### config.mk
export PLATFORM = sky130hd
export DESIGN_NAME = serial_shift_unit
export DESIGN_NICKNAME = d
export VERILOG_FILES = /design/src/rtl/serial_pkg.sv /design/src/rtl/serial_shift_unit.sv /design/src/rtl/serial_prescaler.sv
export SDC_FILE = /design/constraint.sdc
export NUM_CORES = 1
export LEC_CHECK = 0
export BUFFER_PORTS_ARGS = -buffer_cell sky130_fd_sc_hd__clkbuf_2
export CAP_MARGIN = 5
export CORE_ASPECT_RATIO = 0.6
export CORE_UTILIZATION = 40
export CTS_CLUSTER_DIAMETER = 30
export DETAILED_ROUTE_END_ITERATION = 10
export GPL_TIMING_DRIVEN = 0
export PLACE_DENSITY_LB_ADDON = 0.08
export SLEW_MARGIN = 25
export SYNTH_ARGS = -nofsm -noshare
export SYNTH_HDL_FRONTEND = slang
export SYNTH_SLANG_ARGS = --single-unit
### constraint.sdc
create_clock -name clock -period 1.9 [get_ports clock]
set_clock_uncertainty 0.05 [all_clocks]
set_input_delay 0.285 -clock clock [delete_from_list [all_inputs] [get_ports clock]]
set_output_delay 0.285 -clock clock [all_outputs]
set_load 0.01 [all_outputs]
### src/rtl/serial_pkg.sv
// package: register map, field positions, reset values and timing for the serial shift unit
// ************************************************************
// Operation
// - control/status resets to 0x9c with pin-level, overrun, trailer, start cleared
// - bit 7 of control/status always reads one and ignores writes
// - bits 4 to 2 ignore writes; read as one, matching reset value
// - pin-level bit reads back the level on the serial output pin
// - writing pin-level bit drives the output pin low or high when idle
// - after a transfer the output pin holds the last transmitted bit, or the latch level after a trailer mark
// - forced level and trailer settings lose effect when a transfer starts
// - external clock: a clock pulse after completion sets the overrun flag
// - overrun clears only by writing zero after reading it as one
// - trailer-active bit reads one only while a trailer mark is sent
// - writing one to start bit begins a transfer except in mode 10; zero does nothing
// - start bit stays set while waiting and shifting, clears on completion
// - 16-bit mode: upper byte shifts into lower, refilled from its msb
// - 8-bit mode: lower byte shifts out lsb first, input enters msb
// - 16-bit mode: received bits enter via the upper byte
// - data bytes are not initialised at reset; cleared to zero here
// - internal clock drives the clock pin; external clock uses it as input
// - mode 10 outputs the prescaled clock continuously on the clock pin
// - lsb first; output changes on falling edge, input sampled on rising
// - mode 00 8-bit, 01 16-bit, 10 continuous clock, 11 reserved
// - clock source select zero internal prescaler, one external clock
// - completion interrupt request flag pulses when a transfer ends
// ************************************************************
package serial_pkg;
    // register addresses
    localparam logic [1:0] addr_control = 2'h0;
    localparam logic [1:0] addr_status = 2'h1;
    localparam logic [1:0] addr_data_upper = 2'h2;
    localparam logic [1:0] addr_data_lower = 2'h3;
    // control register fields
    localparam int ctl_mode_hi = 7;
    localparam int ctl_mode_lo = 6;
    localparam int ctl_trailer = 5;
    localparam int ctl_latch = 4;
    localparam int ctl_ext = 3;
    // status register fields
    localparam int st_level = 6;
    localparam int st_overrun = 5;
    localparam int st_trailer = 1;
    localparam int st_start = 0;
    localparam logic [7:0] control_reset = 8'h00;
    localparam logic [7:0] status_fixed = 8'h9c;
    localparam logic [7:0] zero_byte = 8'h00;
    // mode encodings
    localparam logic [1:0] mode_8bit = 2'h0;
    localparam logic [1:0] mode_16bit = 2'h1;
    localparam logic [1:0] mode_clock = 2'h2;
    // bit counts
    localparam logic [4:0] bits_8 = 5'h08;
    localparam logic [4:0] bits_16 = 5'h10;
    localparam logic [4:0] count_one = 5'h01;
    localparam logic [4:0] count_zero = 5'h00;
    // prescaler width, and trailer mark length in serial clock periods
    localparam int prescale_width = 10;
    localparam logic [1:0] trailer_periods = 2'h2;

    typedef struct packed {
        logic [1:0] addr;
        logic [7:0] wdata;
        logic wr;
        logic rd;
    } bus_req_type;

    typedef enum logic [3:0] {
        st_idle = 4'b0001,
        st_shift = 4'b0010,
        st_tail = 4'b0100,
        st_done = 4'b1000
    } phase_type;
endpackage

### src/rtl/serial_shift_unit.sv
// top: control/status register, data shifter and serial pin logic
//
// Chosen here: the register offsets and the plain strobed port.
`timescale 1ns/1ns
module serial_shift_unit (
    // clock and reset
    input wire logic clock,
    input wire logic rst_n,
    // register port
    input wire logic [1:0] addr,
    input wire logic [7:0] wdata,
    input wire logic wr,
    input wire logic rd,
    output logic [7:0] rdata,
    // serial pins; clock pin enable low while driving
    input wire logic serial_clock_in,
    output logic serial_clock_out,
    output logic serial_clock_oe_n,
    input wire logic serial_input_pin,
    output logic serial_output_pin,
    // completion request to interrupt controller
    output logic completion_irq_flag
);
    typedef struct packed {
        logic [7:0] control;
        logic [7:0] data_upper;
        logic [7:0] data_lower;
        logic level;
        logic overrun;
        logic overrun_seen;
        logic start;
        logic sck;
        logic sck_in_prev;
        logic [4:0] count;
        logic [1:0] tail_count;
        serial_pkg::phase_type phase;
        logic [7:0] rdata;
        logic irq;
    } state_type;

    state_type q, d;
    serial_pkg::bus_req_type req;
    logic half_tick;
    logic int_rise;
    logic int_fall;
    logic ext_rise;
    logic ext_fall;
    logic rise;
    logic fall;
    logic is_ext;
    logic [1:0] mode;
    logic stray_pulse;

    assign req = '{addr: addr, wdata: wdata, wr: wr, rd: rd};
    assign is_ext = q.control[serial_pkg::ctl_ext];
    assign mode = q.control[serial_pkg::ctl_mode_hi:serial_pkg::ctl_mode_lo];

    // status byte assembly; fixed bits come from the reset pattern
    function automatic logic [7:0] status_byte(input state_type s);
        logic [7:0] v;
        v = serial_pkg::status_fixed;
        v[serial_pkg::st_level] = s.level;
        v[serial_pkg::st_overrun] = s.overrun;
        v[serial_pkg::st_trailer] = (s.phase == serial_pkg::st_tail);
        v[serial_pkg::st_start] = s.start;
        return v;
    endfunction

    serial_prescaler prescaler (
        .clock(clock),
        .rst_n(rst_n),
        .restart(req.wr && req.addr == serial_pkg::addr_status
            && req.wdata[serial_pkg::st_start] && !q.start),
        .select(q.control[2:0]),
        .half_tick(half_tick)
    );

    // internal clock edges from the divider; external taken as synchronous
    assign int_rise = half_tick && !q.sck;
    assign int_fall = half_tick && q.sck;
    assign ext_rise = serial_clock_in && !q.sck_in_prev;
    assign ext_fall = !serial_clock_in && q.sck_in_prev;
    assign rise = is_ext ? ext_rise : int_rise;
    assign fall = is_ext ? ext_fall : int_fall;
    // extra external pulse once the frame is over
    assign stray_pulse = is_ext && !q.start && q.phase == serial_pkg::st_idle && ext_rise;

    always_comb begin
        d = q;
        d.irq = 1'b0;
        d.sck_in_prev = serial_clock_in;
        d.rdata = serial_pkg::zero_byte;
        // internal clock toggles in continuous mode or while busy
        // not in the done state, else a stray clock pulse would follow each frame
        if (!is_ext && (mode == serial_pkg::mode_clock || q.phase == serial_pkg::st_shift
            || q.phase == serial_pkg::st_tail)) begin
            if (half_tick) begin
                d.sck = !q.sck;
            end
        end else begin
            d.sck = 1'b1;
        end
        // shift engine
        case (q.phase)
            serial_pkg::st_idle: begin
                d.count = serial_pkg::count_zero;
            end
            serial_pkg::st_shift: begin
                if (fall) begin
                    // output changes on falling edge, lsb first
                    d.level = q.data_lower[0];
                end
                if (rise) begin
                    if (mode == serial_pkg::mode_16bit) begin
                        d.data_lower = {q.data_upper[0], q.data_lower[7:1]};
                        d.data_upper = {serial_input_pin, q.data_upper[7:1]};
                    end else begin
                        d.data_lower = {serial_input_pin, q.data_lower[7:1]};
                    end
                    d.count = q.count + serial_pkg::count_one;
                    if (q.count + serial_pkg::count_one ==
                        (mode == serial_pkg::mode_16bit ? serial_pkg::bits_16
                                                        : serial_pkg::bits_8)) begin
                        d.start = 1'b0;
                        d.irq = 1'b1;
                        d.tail_count = '0;
                        d.phase = (q.control[serial_pkg::ctl_trailer] && !is_ext)
                            ? serial_pkg::st_tail : serial_pkg::st_done;
                    end
                end
            end
            serial_pkg::st_tail: begin
                // trailer mark: level held latch-high or hold-low for fixed periods
                if (fall) begin
                    d.level = q.control[serial_pkg::ctl_latch];
                end
                if (rise) begin
                    d.tail_count = q.tail_count + 2'h1;
                    if (q.tail_count + 2'h1 == serial_pkg::trailer_periods) begin
                        d.phase = serial_pkg::st_done;
                    end
                end
            end
            serial_pkg::st_done: begin
                d.phase = serial_pkg::st_idle; // level holds last bit, or the latch level after a trailer mark
            end
            default: d.phase = serial_pkg::st_idle;
        endcase
        // extra external pulse after completion
        if (stray_pulse) begin
            d.overrun = 1'b1;
        end
        // register reads: data one cycle later
        if (req.rd) begin
            case (req.addr)
                serial_pkg::addr_control: d.rdata = q.control;
                serial_pkg::addr_status: begin
                    d.rdata = status_byte(q);
                    if (q.overrun) begin
                        d.overrun_seen = 1'b1;
                    end
                end
                serial_pkg::addr_data_upper: d.rdata = q.data_upper;
                serial_pkg::addr_data_lower: d.rdata = q.data_lower;
                default: d.rdata = serial_pkg::zero_byte;
            endcase
        end
        // register writes
        if (req.wr) begin
            case (req.addr)
                serial_pkg::addr_control: begin
                    // writing control aborts any running transfer
                    d.control = req.wdata;
                    d.phase = serial_pkg::st_idle;
                    d.start = 1'b0;
                end
                serial_pkg::addr_status: begin
                    if (q.phase == serial_pkg::st_idle) begin
                        d.level = req.wdata[serial_pkg::st_level];
                    end
                    // set beats clear; clear needs prior read of one
                    if (!req.wdata[serial_pkg::st_overrun] && q.overrun_seen
                        && !stray_pulse) begin
                        d.overrun = 1'b0;
                        d.overrun_seen = 1'b0;
                    end
                    if (req.wdata[serial_pkg::st_start] && !q.start
                        && mode != serial_pkg::mode_clock) begin
                        d.start = 1'b1;
                        d.phase = serial_pkg::st_shift;
                        d.count = serial_pkg::count_zero;
                    end
                end
                serial_pkg::addr_data_upper: d.data_upper = req.wdata;
                serial_pkg::addr_data_lower: d.data_lower = req.wdata;
                default: d.control = q.control;
            endcase
        end
    end

    // all state in one register; data bytes cleared only for tidiness, software must not rely on it
    always_ff @(posedge clock or negedge rst_n) begin
        if (!rst_n) begin
            q.data_upper <= serial_pkg::zero_byte;
            q.data_lower <= serial_pkg::zero_byte;
            q.control <= serial_pkg::control_reset;
            q.level <= 1'b0;
            q.overrun <= 1'b0;
            q.overrun_seen <= 1'b0;
            q.start <= 1'b0;
            q.sck <= 1'b1;
            q.sck_in_prev <= 1'b1;
            q.count <= serial_pkg::count_zero;
            q.tail_count <= '0;
            q.phase <= serial_pkg::st_idle;
            q.rdata <= serial_pkg::zero_byte;
            q.irq <= 1'b0;
        end else begin
            q <= d;
        end
    end

    // pins straight from flip-flops
    assign rdata = q.rdata;
    assign serial_output_pin = q.level;
    assign serial_clock_out = q.sck;
    assign serial_clock_oe_n = q.control[serial_pkg::ctl_ext];
    assign completion_irq_flag = q.irq;
endmodule

### src/rtl/serial_prescaler.sv
// prescaler: one-cycle enables for the serial clock half periods
`timescale 1ns/1ns
module serial_prescaler (
    // clock and reset
    input wire logic clock,
    input wire logic rst_n,
    // control
    input wire logic restart,
    input wire logic [2:0] select,
    // half-period enable pulse
    output logic half_tick
);
    typedef struct packed {
        logic [serial_pkg::prescale_width-1:0] count;
        logic tick;
    } state_type;

    state_type q, d;

    // division 1024,256,64,32,16,8,4,2 -> half period count minus one
    function automatic logic [serial_pkg::prescale_width-1:0] half_limit(input logic [2:0] s);
        case (s)
            3'h0: half_limit = 10'h1ff;
            3'h1: half_limit = 10'h07f;
            3'h2: half_limit = 10'h01f;
            3'h3: half_limit = 10'h00f;
            3'h4: half_limit = 10'h007;
            3'h5: half_limit = 10'h003;
            3'h6: half_limit = 10'h001;
            default: half_limit = 10'h000;
        endcase
    endfunction

    // free counter, restarted so a new transfer gets full first half period
    always_comb begin
        d = q;
        d.tick = 1'b0;
        if (restart) begin
            d.count = '0;
        end else if (q.count >= half_limit(select)) begin
            d.count = '0;
            d.tick = 1'b1;
        end else begin
            d.count = q.count + 10'h001;
        end
    end

    always_ff @(posedge clock or negedge rst_n) begin
        if (!rst_n) begin
            q <= '0;
        end else begin
            q <= d;
        end
    end

    assign half_tick = q.tick;
endmodule

After elaboration in Yosys (flattened, before gate mapping):

Index checks and enable logic that the tools add are counted.
Widths: inputs -> output; s select.

* mux-type cells: 52
* $lt $le $gt $ge: 1
* reductions and logical operators: 30
* add/subtract/negate cells: 3
* equality and inequality tests: 21

Operators by type and width (number)
* $pmux 9 s7: 1
* $mux 8: 5
* $mux 16: 2
* $pmux 8 s4: 1
* $mux 10: 3
* $mux 1: 20
* $mux 20: 1
* $mux 5: 4
* $logic_and 1x1->1: 16
* $mux 4: 4
* $mux 6: 2
* $pmux 4 s3: 1
* $mux 11: 1
* $add 10x1->10 const B: 1
* $ge 10x10->1: 1
* $pmux 5 s2: 1
* $eq 3x3->1 const B: 3
* $eq 2x2->1 const B: 4
* $pmux 4 s2: 1
* $logic_not 1->1: 7
* $eq 3x2->1 const B: 2
* $ne 2x2->1 const B: 3
* $add 5x1->5 const B: 1
* $eq 5x5->1: 1
* other kinds (17): 21

* register bits: 61
* output and inout port bits: 12
* input port bits: 16
* word-level logic and storage cells: 123

Longest topological paths before layout:

Gate-level depths: netlist (run 1).

* depth after elaboration: 9
* gate-level depth with buffers: 9
* gate-level depth less buffers: 8

By module:

A second synthesis (run 1) with hierarchy kept.

* cells, all modules: 334
* area, all modules: 3330.7 µm²

Modules (own cells, without submodules)
* serial_shift_unit: area each 2598.7 µm², sequential area each 1255.0 µm², cells each 260, instances 1
* serial_prescaler: area each 732.0 µm², sequential area each 275.3 µm², cells each 74, instances 1

Worst setup path after synthesis (run 1):

No wires, ideal clock.

* path type: register -> register
* start point: reg q[43] (netlist name)
* end point: reg prescaler.q[10] (netlist name)
* required time: 1764 ps
* stages on the path, launching flop included: 8
* setup time: 86 ps
* path buffers: 1
* arrival: 1938 ps
* clock period less this slack: 2074 ps
* path slack: -174 ps
* cells stage by stage: dfrtp_1 > or3_1 > ha_1 > a21o_1 > a211oi_1 > o21ai_0 > clkbuf_1 > nor3_1

RTL lines
* start: declaration: RTL line serial_shift_unit.sv:41 `state_type q, d;`
* end signal: assignment: RTL line serial_prescaler.sv:50 `q <= '0;`
* end signal: assignment: RTL line serial_prescaler.sv:52 `q <= d;`
* end: declaration: RTL line serial_prescaler.sv:18 `state_type q, d;`

==> key figures, run 1 <==
Min path
  • Start point of the worst hold path: serial_clock_in
  • Sink of the worst hold path: q[20]$_DFF_PN1_
  • Kind of path behind the tightest hold check: input port to register
  • Worst Hold Path Cells: 1

Run
  • Max capacitance violation total: 0

Floorplanning
  • Ports: 28
  • Die Area: 0.00878 mm²
  • Die width: 120 µm
  • Vert. Die Dim: 73.0 µm
  • # rows: 25
  • Core box area: 0.00801 mm²
  • Initial core utilization: 41.9%

Critical path
  • Maximum fanout along the worst path: 5
  • Critical Path AT: 2.21 ns
  • Required time of the critical path: 2.10 ns
  • CP endpoint kind: register
  • Maximum single-stage delay on the critical path: 0.43 ns
  • Reg-to-reg critical path endpoint: prescaler.q[1]$_DFF_PN0_
  • Launching element type of the critical path: register
  • Cell family with the largest share of critical-path delay: compound AO/OA/AOI/OAI gates
  • Reg2Reg Depth: 8
  • Startpoint-to-endpoint class of the critical path: register to register
  • Launch point of the worst reg-to-reg path: q[44]$_DFFE_PN0P_
  • R2r setup slk: -0.11 ns
  • Ordered list of cells on the worst path: buf_4, a21o_1, ha_1, o21a_1, o2111ai_1, o21ai_2, clkbuf_8, nor3b_2
  • Buffering stage count on the worst path with inverters included: 2
  • Slowest stage cell, crit path: dfrtp_2

Power
  • Areal power density over the cells: 1020 mW/mm²
  • Reported leakage power: 1.95 nW
  • Max VDD drop: 0.517 mV

Synth
  • Number of enable flip-flop cells after synthesis: 0
  • Cell Area, Synth: 0.00336 mm²
  • Yosys reg bits: 61
  • Area fraction of the dominant cell type after synthesis: 43.2%
  • Library cells used by synthesis: 62
  • Register area share after synthesis: 45.6%
  • Async set-or-reset flop fraction in the synthesized netlist: 100%
  • Number of nets produced by synthesis: 365
  • Average footprint of a synthesized cell: 9.97 µm²
  • Most frequent cell after synthesis: nand2_1
  • Cell types with the largest area share after synthesis: dfrtp_1 43%, nand2_1 6.9%, mux2i_1 4.8%
  • Primary FF master, synth: dfrtp_1
  • Most frequent cells after synthesis: 62 x nand2_1, 58 x dfrtp_1, 24 x nor2_1
  • Syn Inst Count: 337
  • Yosys warns: 0
  • Biggest area consumer among synthesized cells: dfrtp_1

Timing
  • Final Cycle Share: 106%
  • Minimum clock period: 2.01 ns
  • Worst slew margin relative to its limit: 49.3%
  • Maximum operating frequency: 497 MHz
  • Transition at the pin with the smallest max-transition slack: 0.756 ns
  • Final sum of negative setup slack: -0.739 ns
  • Worst Setup Slack, final: -0.114 ns
  • Setup-violating endpoint count in the final report: 10
  • Max Slew Vio Count: 0
  • Final-report hold violation count: 0
  • Setup repair after global routing missed its margin: yes
  • Post-route worst hold slack: 0.0252 ns

Final layout
  • Ratio of cells with drive above 1 in the final layout: 28.7%
  • Fill cell total of the finished layout: 775
  • Antenna fix cells: 0
  • Number of nets in the layout: 411
  • Syn-to-layout area delta: 22.2%

Place
  • RePlAce Congestion: 0.826
  • # port buffers: 24
  • Total half-perimeter wirelength after legalization and detailed placement: 6.43 mm

Routing
  • Final WL: 8.78 mm
  • Post-route DRC violation count: 0
  • Post-DRT Antenna Nets: 0
  • Number of vias per cell: 5.21
  • Number of search-and-repair iterations in the first detailed-routing pass: 4
  • WL per Instance: 17.7 µm
  • Starting DRC count in detailed routing: 155
  • Vias: 2579

CTS
  • Insertion delay to the later sink of the worst-skew pair: 0.33 ns
  • Maximum buffer depth of the clock tree: 2
  • Total clock buffers created by CTS: 9
  • CTS tree: yes
  • Level count of the clock H-tree: 3
  • TritonCTS Sinks: 61
  • Worst-path clk slew: 0.05 ns
  • Cell chosen for the clock root: clkbuf_16

Global route
  • Number of global-route vias before repair: 2529
  • Wire length of the first global-routing pass: 14.2 mm
  • Tot GR Track Use: 22.3%
  • Number of antenna violations at the first check in global routing: 0
  • Maximum number of pins on one net before global-route repair: 44
  • Grt ovf: 0
  • Global routing usage on met1: 36.6%
  • Met2 layer usage reported by global route: 26.9%
  • Global-route track usage on met3: 6.88%
  • GR peak layer: met1

Run status
  • Result of the run: finished, violations left
  • Violated checks: setup timing
## layer usage
| metal | vias to the layer above | part of all wire, % |
|---|---|---|
| li1 | 1272 | - |
| met1 | 1223 | 53 |
| met2 | 77 | 37 |
| met3 | 7 | 9.2 |
| met4 | 0 | 0.69 |
| met5 | - | 0 |
## report_power, final
group | switching [mW] | total (mW) | internal [mW] | leakage (nW)
clock | 0.536 | 1.51 | 0.979 | 0.139
sequential | 0.227 | 1.74 | 1.51 | 0.764
combinational | 0.481 | 0.939 | 0.458 | 1.05
total | 1.24 | 4.19 | 2.95 | 1.95
## per-stage QoR
| stage | total power, mW | instances | util, % | setup slack (ns) | area [µm²] |
|---|---|---|---|---|---|
| 3_5_place_dp | 2.59 | 470 | 45.7 | -0.298 | 3660 |
| 3_3_place_gp | 2.56 | 469 | 45.3 | -0.255 | 3630 |
| 6_report | 4.19 | 495 | 51.3 | -0.114 | 4110 |
| 2_1_floorplan | 2.28 | 337 | - | -0.0815 | 3370 |
| 4_1_cts | 4.20 | 494 | 50.8 | -0.112 | 4070 |
| 5_1_grt | 4.45 | 495 | 51.3 | -0.186 | 4110 |
## worst reg2reg max path, stage by stage, from the launching register on
cell and delay [ns]:
dfrtp_2 0.43, buf_4 0.16, a21o_1 0.15, ha_1 0.27, o21a_1 0.19, o2111ai_1 0.22, o21ai_2 0.12, clkbuf_8 0.17
nor3b_2 0.18
## worst max path at each step
stage / startpoint / endpoint / cells after the start
after global placement: q[42]$_DFFE_PN0P_ / prescaler.q[1]$_DFF_PN0_ / 7
after detailed placement: q[42]$_DFFE_PN0P_ / prescaler.q[1]$_DFF_PN0_ / 7
final: q[44]$_DFFE_PN0P_ / prescaler.q[1]$_DFF_PN0_ / 8
after floorplan: q[42]$_DFFE_PN0P_ / prescaler.q[1]$_DFF_PN0_ / 7
after CTS: q[43]$_DFFE_PN0P_ / prescaler.q[1]$_DFF_PN0_ / 7
after global routing: q[43]$_DFFE_PN0P_ / prescaler.q[1]$_DFF_PN0_ / 7
## cells in the final DEF (no fill, tap or decap), types with 4 or more instances in the layout
master     count
mux2i_1       16
clkbuf_16      9
and2_1         4
mux2_2         5
nor2b_1        5
buf_4         18
o221a_2        4
nand2_1       61
inv_1          4
dfrtp_1       55
a21oi_1       14
ha_1           9
clkbuf_8       4
o21a_1         5
xnor2_1        7
clkbuf_2      24
nand3_1       13
nor2_1        23
o21ai_0       13
clkbuf_1       5
nor3_1         4
## flip-flops by register name (all words and copies together), names as in the netlist
| signal | flops |
|---|---|
| serial_clock_oe_n | 1 |
| prescaler.q | 10 |
| completion_irq_flag | 1 |
| serial_output_pin | 1 |
| prescaler.half_tick | 1 |
| serial_clock_out | 1 |
| q | 36 |
| rdata | 8 |
| mode | 2 |
## cells by family (layout without fill, tap and decap cells)
group,after synthesis,count (layout),synth area share (%)
AOI/OAI and AO/OA,61,61,12.5
xor gates and xnor gates,10,10,2.61
adders and majority gates,12,12,4.47
buffers and inverters,25,75,4.28
DFF,61,61,45.6
muxes,24,24,8.46
and+or+nand+nor,144,144,22.1
## final cells by class
cell class,count,area (µm²),share of cell area [%]
flip-flops and latches,61,1530,37.4
plain buffers,20,129,3.14
clock inverters,1,5.00,0.122
inverters,4,15.0,0.366
clock buffers,14,274,6.67
repair buffers,36,235,5.73
multi-input cells,251,1780,43.3
well taps,108,135,3.29
## what timing repair did
| action | 4_1_cts | 5_1_grt |
|---|---|---|
| gates cloned | 1 | 0 |
| endpoints found under the setup margin | 18 | 32 |
| gates resized for setup | 13 | 10 |
| hold buffers | 1 | 0 |
| pin swaps | 3 | 3 |
| hold endpoints to repair | 18 | 0 |
| setup buffers | 7 | 2 |
Power figures use the tool's default switching activity.
==> inputs of run 2 (changes only) <==
==> constraint.sdc (replaced) <==
create_clock -name clock -period 2.42 [get_ports clock]
set_clock_uncertainty 0.05 [all_clocks]
set_input_delay 0.363 -clock clock [delete_from_list [all_inputs] [get_ports clock]]
set_output_delay 0.363 -clock clock [all_outputs]
set_load 0.01 [all_outputs]
==> run 2 against run 1 <==
Effect of this change: the run now ends clean; die area stayed put; global-route usage is 0.53 points lower; cell area shrank 4.1%; utilization down 2.1 points; clock power shrank 21%; combinational power fell by 30%.
==> key figures, run 2 (synthesis gave the netlist of run 1 again) <==
Timing
  • Post-route worst hold slack: 0.0929 ns (was 0.0252 ns)
  • Setup-violating endpoint count in the final report: 0 (was 10)
  • Final-report hold violation count: 0 (unchanged)
  • Max Slew Vio Count: 0 (unchanged)
  • Minimum clock period: 2.29 ns (was 2.01 ns)
  • Transition at the pin with the smallest max-transition slack: 0.796 ns (was 0.756 ns)
  • Final sum of negative setup slack: 0 ns (was -0.739 ns)
  • Worst Setup Slack, final: 0.128 ns (was -0.114 ns)
  • Setup repair after global routing missed its margin: no (was yes)
  • Worst slew margin relative to its limit: 46.7% (was 49.3%)
  • Final Cycle Share: 94.7% (was 106%)
  • Maximum operating frequency: 436 MHz (was 497 MHz)

Global route
  • Number of global-route vias before repair: 2446 (was 2529)
  • Wire length of the first global-routing pass: 13.7 mm (was 14.2 mm)
  • Grt ovf: 0 (unchanged)
  • Tot GR Track Use: 21.8% (was 22.3%)
  • Number of antenna violations at the first check in global routing: 0 (unchanged)
  • Maximum number of pins on one net before global-route repair: 45 (was 44)

Power
  • Total Power: 3.20 mW (was 4.19 mW)
  • Max VDD drop: 0.406 mV (was 0.517 mV)
  • Reported leakage power: 1.92 nW (was 1.95 nW)
  • Areal power density over the cells: 814 mW/mm² (was 1020 mW/mm²)

CTS
  • Maximum buffer depth of the clock tree: 2 (unchanged)
  • Cell chosen for the clock root: clkbuf_16 (unchanged)
  • Total clock buffers created by CTS: 9 (unchanged)
  • Worst-path clk slew: 0.06 ns (was 0.05 ns)
  • Level count of the clock H-tree: 3 (unchanged)
  • Insertion delay to the later sink of the worst-skew pair: 0.33 ns (about the same)
  • CTS tree: yes (unchanged)
  • Number of post-CTS setup repair buffers: 0 (was 7)
  • TritonCTS Sinks: 61 (unchanged)

Routing
  • Number of search-and-repair iterations in the first detailed-routing pass: 4 (unchanged)
  • Number of vias per cell: 5.21 (about the same)
  • Starting DRC count in detailed routing: 113 (was 155)
  • Vias: 2538 (was 2579)
  • WL per Instance: 17.6 µm (was 17.7 µm)
  • Post-DRT Antenna Nets: 0 (unchanged)
  • Post-route DRC violation count: 0 (unchanged)
  • Final WL: 8.55 mm (was 8.78 mm)

Place
  • Pre-CTS setup slack: 0.0616 ns (was -0.298 ns)
  • RePlAce Congestion: 0.769 (was 0.826)
  • Placed cells: 470 (unchanged)
  • # port buffers: 24 (unchanged)
  • Total half-perimeter wirelength after legalization and detailed placement: 6.32 mm (was 6.43 mm)
  • Placement Cell Area: 0.00364 mm² (was 0.00366 mm²)

Final layout
  • Fill cell total of the finished layout: 779 (was 775)
  • Most flops, register: q (unchanged)
  • Ratio of cells with drive above 1 in the final layout: 22.2% (was 28.7%)
  • Antenna fix cells: 0 (unchanged)
  • Number of nets in the layout: 402 (was 411)
  • Final Cell Area: 0.00394 mm² (was 0.00411 mm²)
  • Biggest regs: q x36, prescaler.q x10, rdata x8 (unchanged)
  • Commonest cells after routing, fill and taps aside: 62 x nand2_1, 58 x dfrtp_1, 25 x clkbuf_2 (was 61 x nand2_1, 55 x dfrtp_1, 24 x clkbuf_2)
  • Final instance count without filler cells: 487 (was 495)
  • Fin util: 49.2% (was 51.3%)
  • Number of flip-flops in the largest register: 36 (unchanged)
  • Leading cell type in the layout, fill and taps excluded: nand2_1 (unchanged)
  • Syn-to-layout area delta: 17.3% (was 22.2%)

Floorplanning
  • # rows: 25 (unchanged)
  • Core box area: 0.00801 mm² (unchanged)
  • Die Area: 0.00878 mm² (unchanged)
  • Die width: 120 µm (unchanged)
  • Vert. Die Dim: 73.0 µm (unchanged)
  • Ports: 28 (unchanged)
  • Initial core utilization: 41.9% (unchanged)

Critical path
  • Capturing element of the worst setup path: prescaler.q[10]$_DFF_PN0_ (was prescaler.q[1]$_DFF_PN0_)
  • Reg2Reg Depth: 7 (was 8)
  • Maximum fanout along the worst path: 10 (was 5)
  • Launch point of the worst reg-to-reg path: q[43]$_DFFE_PN0P_ (was q[44]$_DFFE_PN0P_)
  • Required time of the critical path: 2.62 ns (was 2.10 ns)
  • CP endpoint kind: register (unchanged)
  • Reg-to-reg critical path endpoint: prescaler.q[10]$_DFF_PN0_ (was prescaler.q[1]$_DFF_PN0_)
  • Launching element type of the critical path: register (unchanged)
  • Critical Path Start: q[43]$_DFFE_PN0P_ (was q[44]$_DFFE_PN0P_)
  • R2r setup slk: 0.13 ns (was -0.11 ns)
  • Startpoint-to-endpoint class of the critical path: register to register (unchanged)
  • Critical Path AT: 2.49 ns (was 2.21 ns)

Run
  • Max capacitance violation total: 0 (unchanged)

Min path
  • Kind of path behind the tightest hold check: input port to register (unchanged)
  • Worst Hold Path Cells: 1 (unchanged)

Run status
  • Result of the run: finished clean (was finished, violations left)
## run 2: cell count changes in the layout (fill, tap and decap cells not counted), sizes merged
cell      previous run  this run
buf                 24        15
clkbuf              44        42
clkinv               1         3
clkinvlp             0         1
## run 2: where the power goes
group	switching, mW	internal (mW)
Clock	0.450	0.742
Combinational	0.346	0.311
Sequential	0.172	1.18
Total	0.968	2.24
## run 2: cell type report
type / count / area [µm²] / share of cell area [%]
Multi-Input combinational cell: 251 / 1690 / 42.9
Sequential cell: 61 / 1530 / 38.9
Clock buffer: 12 / 256 / 6.51
Timing Repair Buffer: 26 / 160 / 4.07
Tap cell: 108 / 135 / 3.43
Buffer: 21 / 130 / 3.30
Clock inverter: 4 / 22.5 / 0.572
Inverter: 4 / 15.0 / 0.381
## run 2: worst max-delay path, stage by stage, from the launching register on
cell      delay [ns]
dfrtp_1         0.45
or3_1           0.43
ha_1            0.31
a21o_1          0.18
a211oi_1        0.21
o21ai_0         0.14
clkbuf_2        0.23
nor3_1          0.21
## run 2: worst min-delay path by stage
stage | endpoint | slack, ns | start
4_1_cts | q[20]$_DFF_PN1_ | 0.09 | serial_clock_in
5_1_grt | q[20]$_DFF_PN1_ | 0.10 | serial_clock_in
2_1_floorplan | completion_irq_flag$_DFF_PN0_ | 0.02 | rst_n
3_3_place_gp | q[23]$_DFF_PN0_ | 0.42 | q[23]$_DFF_PN0_
6_report | q[20]$_DFF_PN1_ | 0.09 | serial_clock_in
3_5_place_dp | q[37]$_DFF_PN0_ | 0.24 | rst_n
## run 2: layer usage
layer	GRT usage (%)	wire, µm
met3	6.72	692
met4	7.41	25
met5	0	0
met1	34.8	4630
met2	26.6	3210
## run 2: repair_timing
| action | 4_1_cts | 5_1_grt |
|---|---|---|
| setup endpoints to repair | 0 | 4 |
| hold buffers | 1 | 0 |
| hold endpoints to repair | 17 | 0 |
| resized for setup | 0 | 3 |
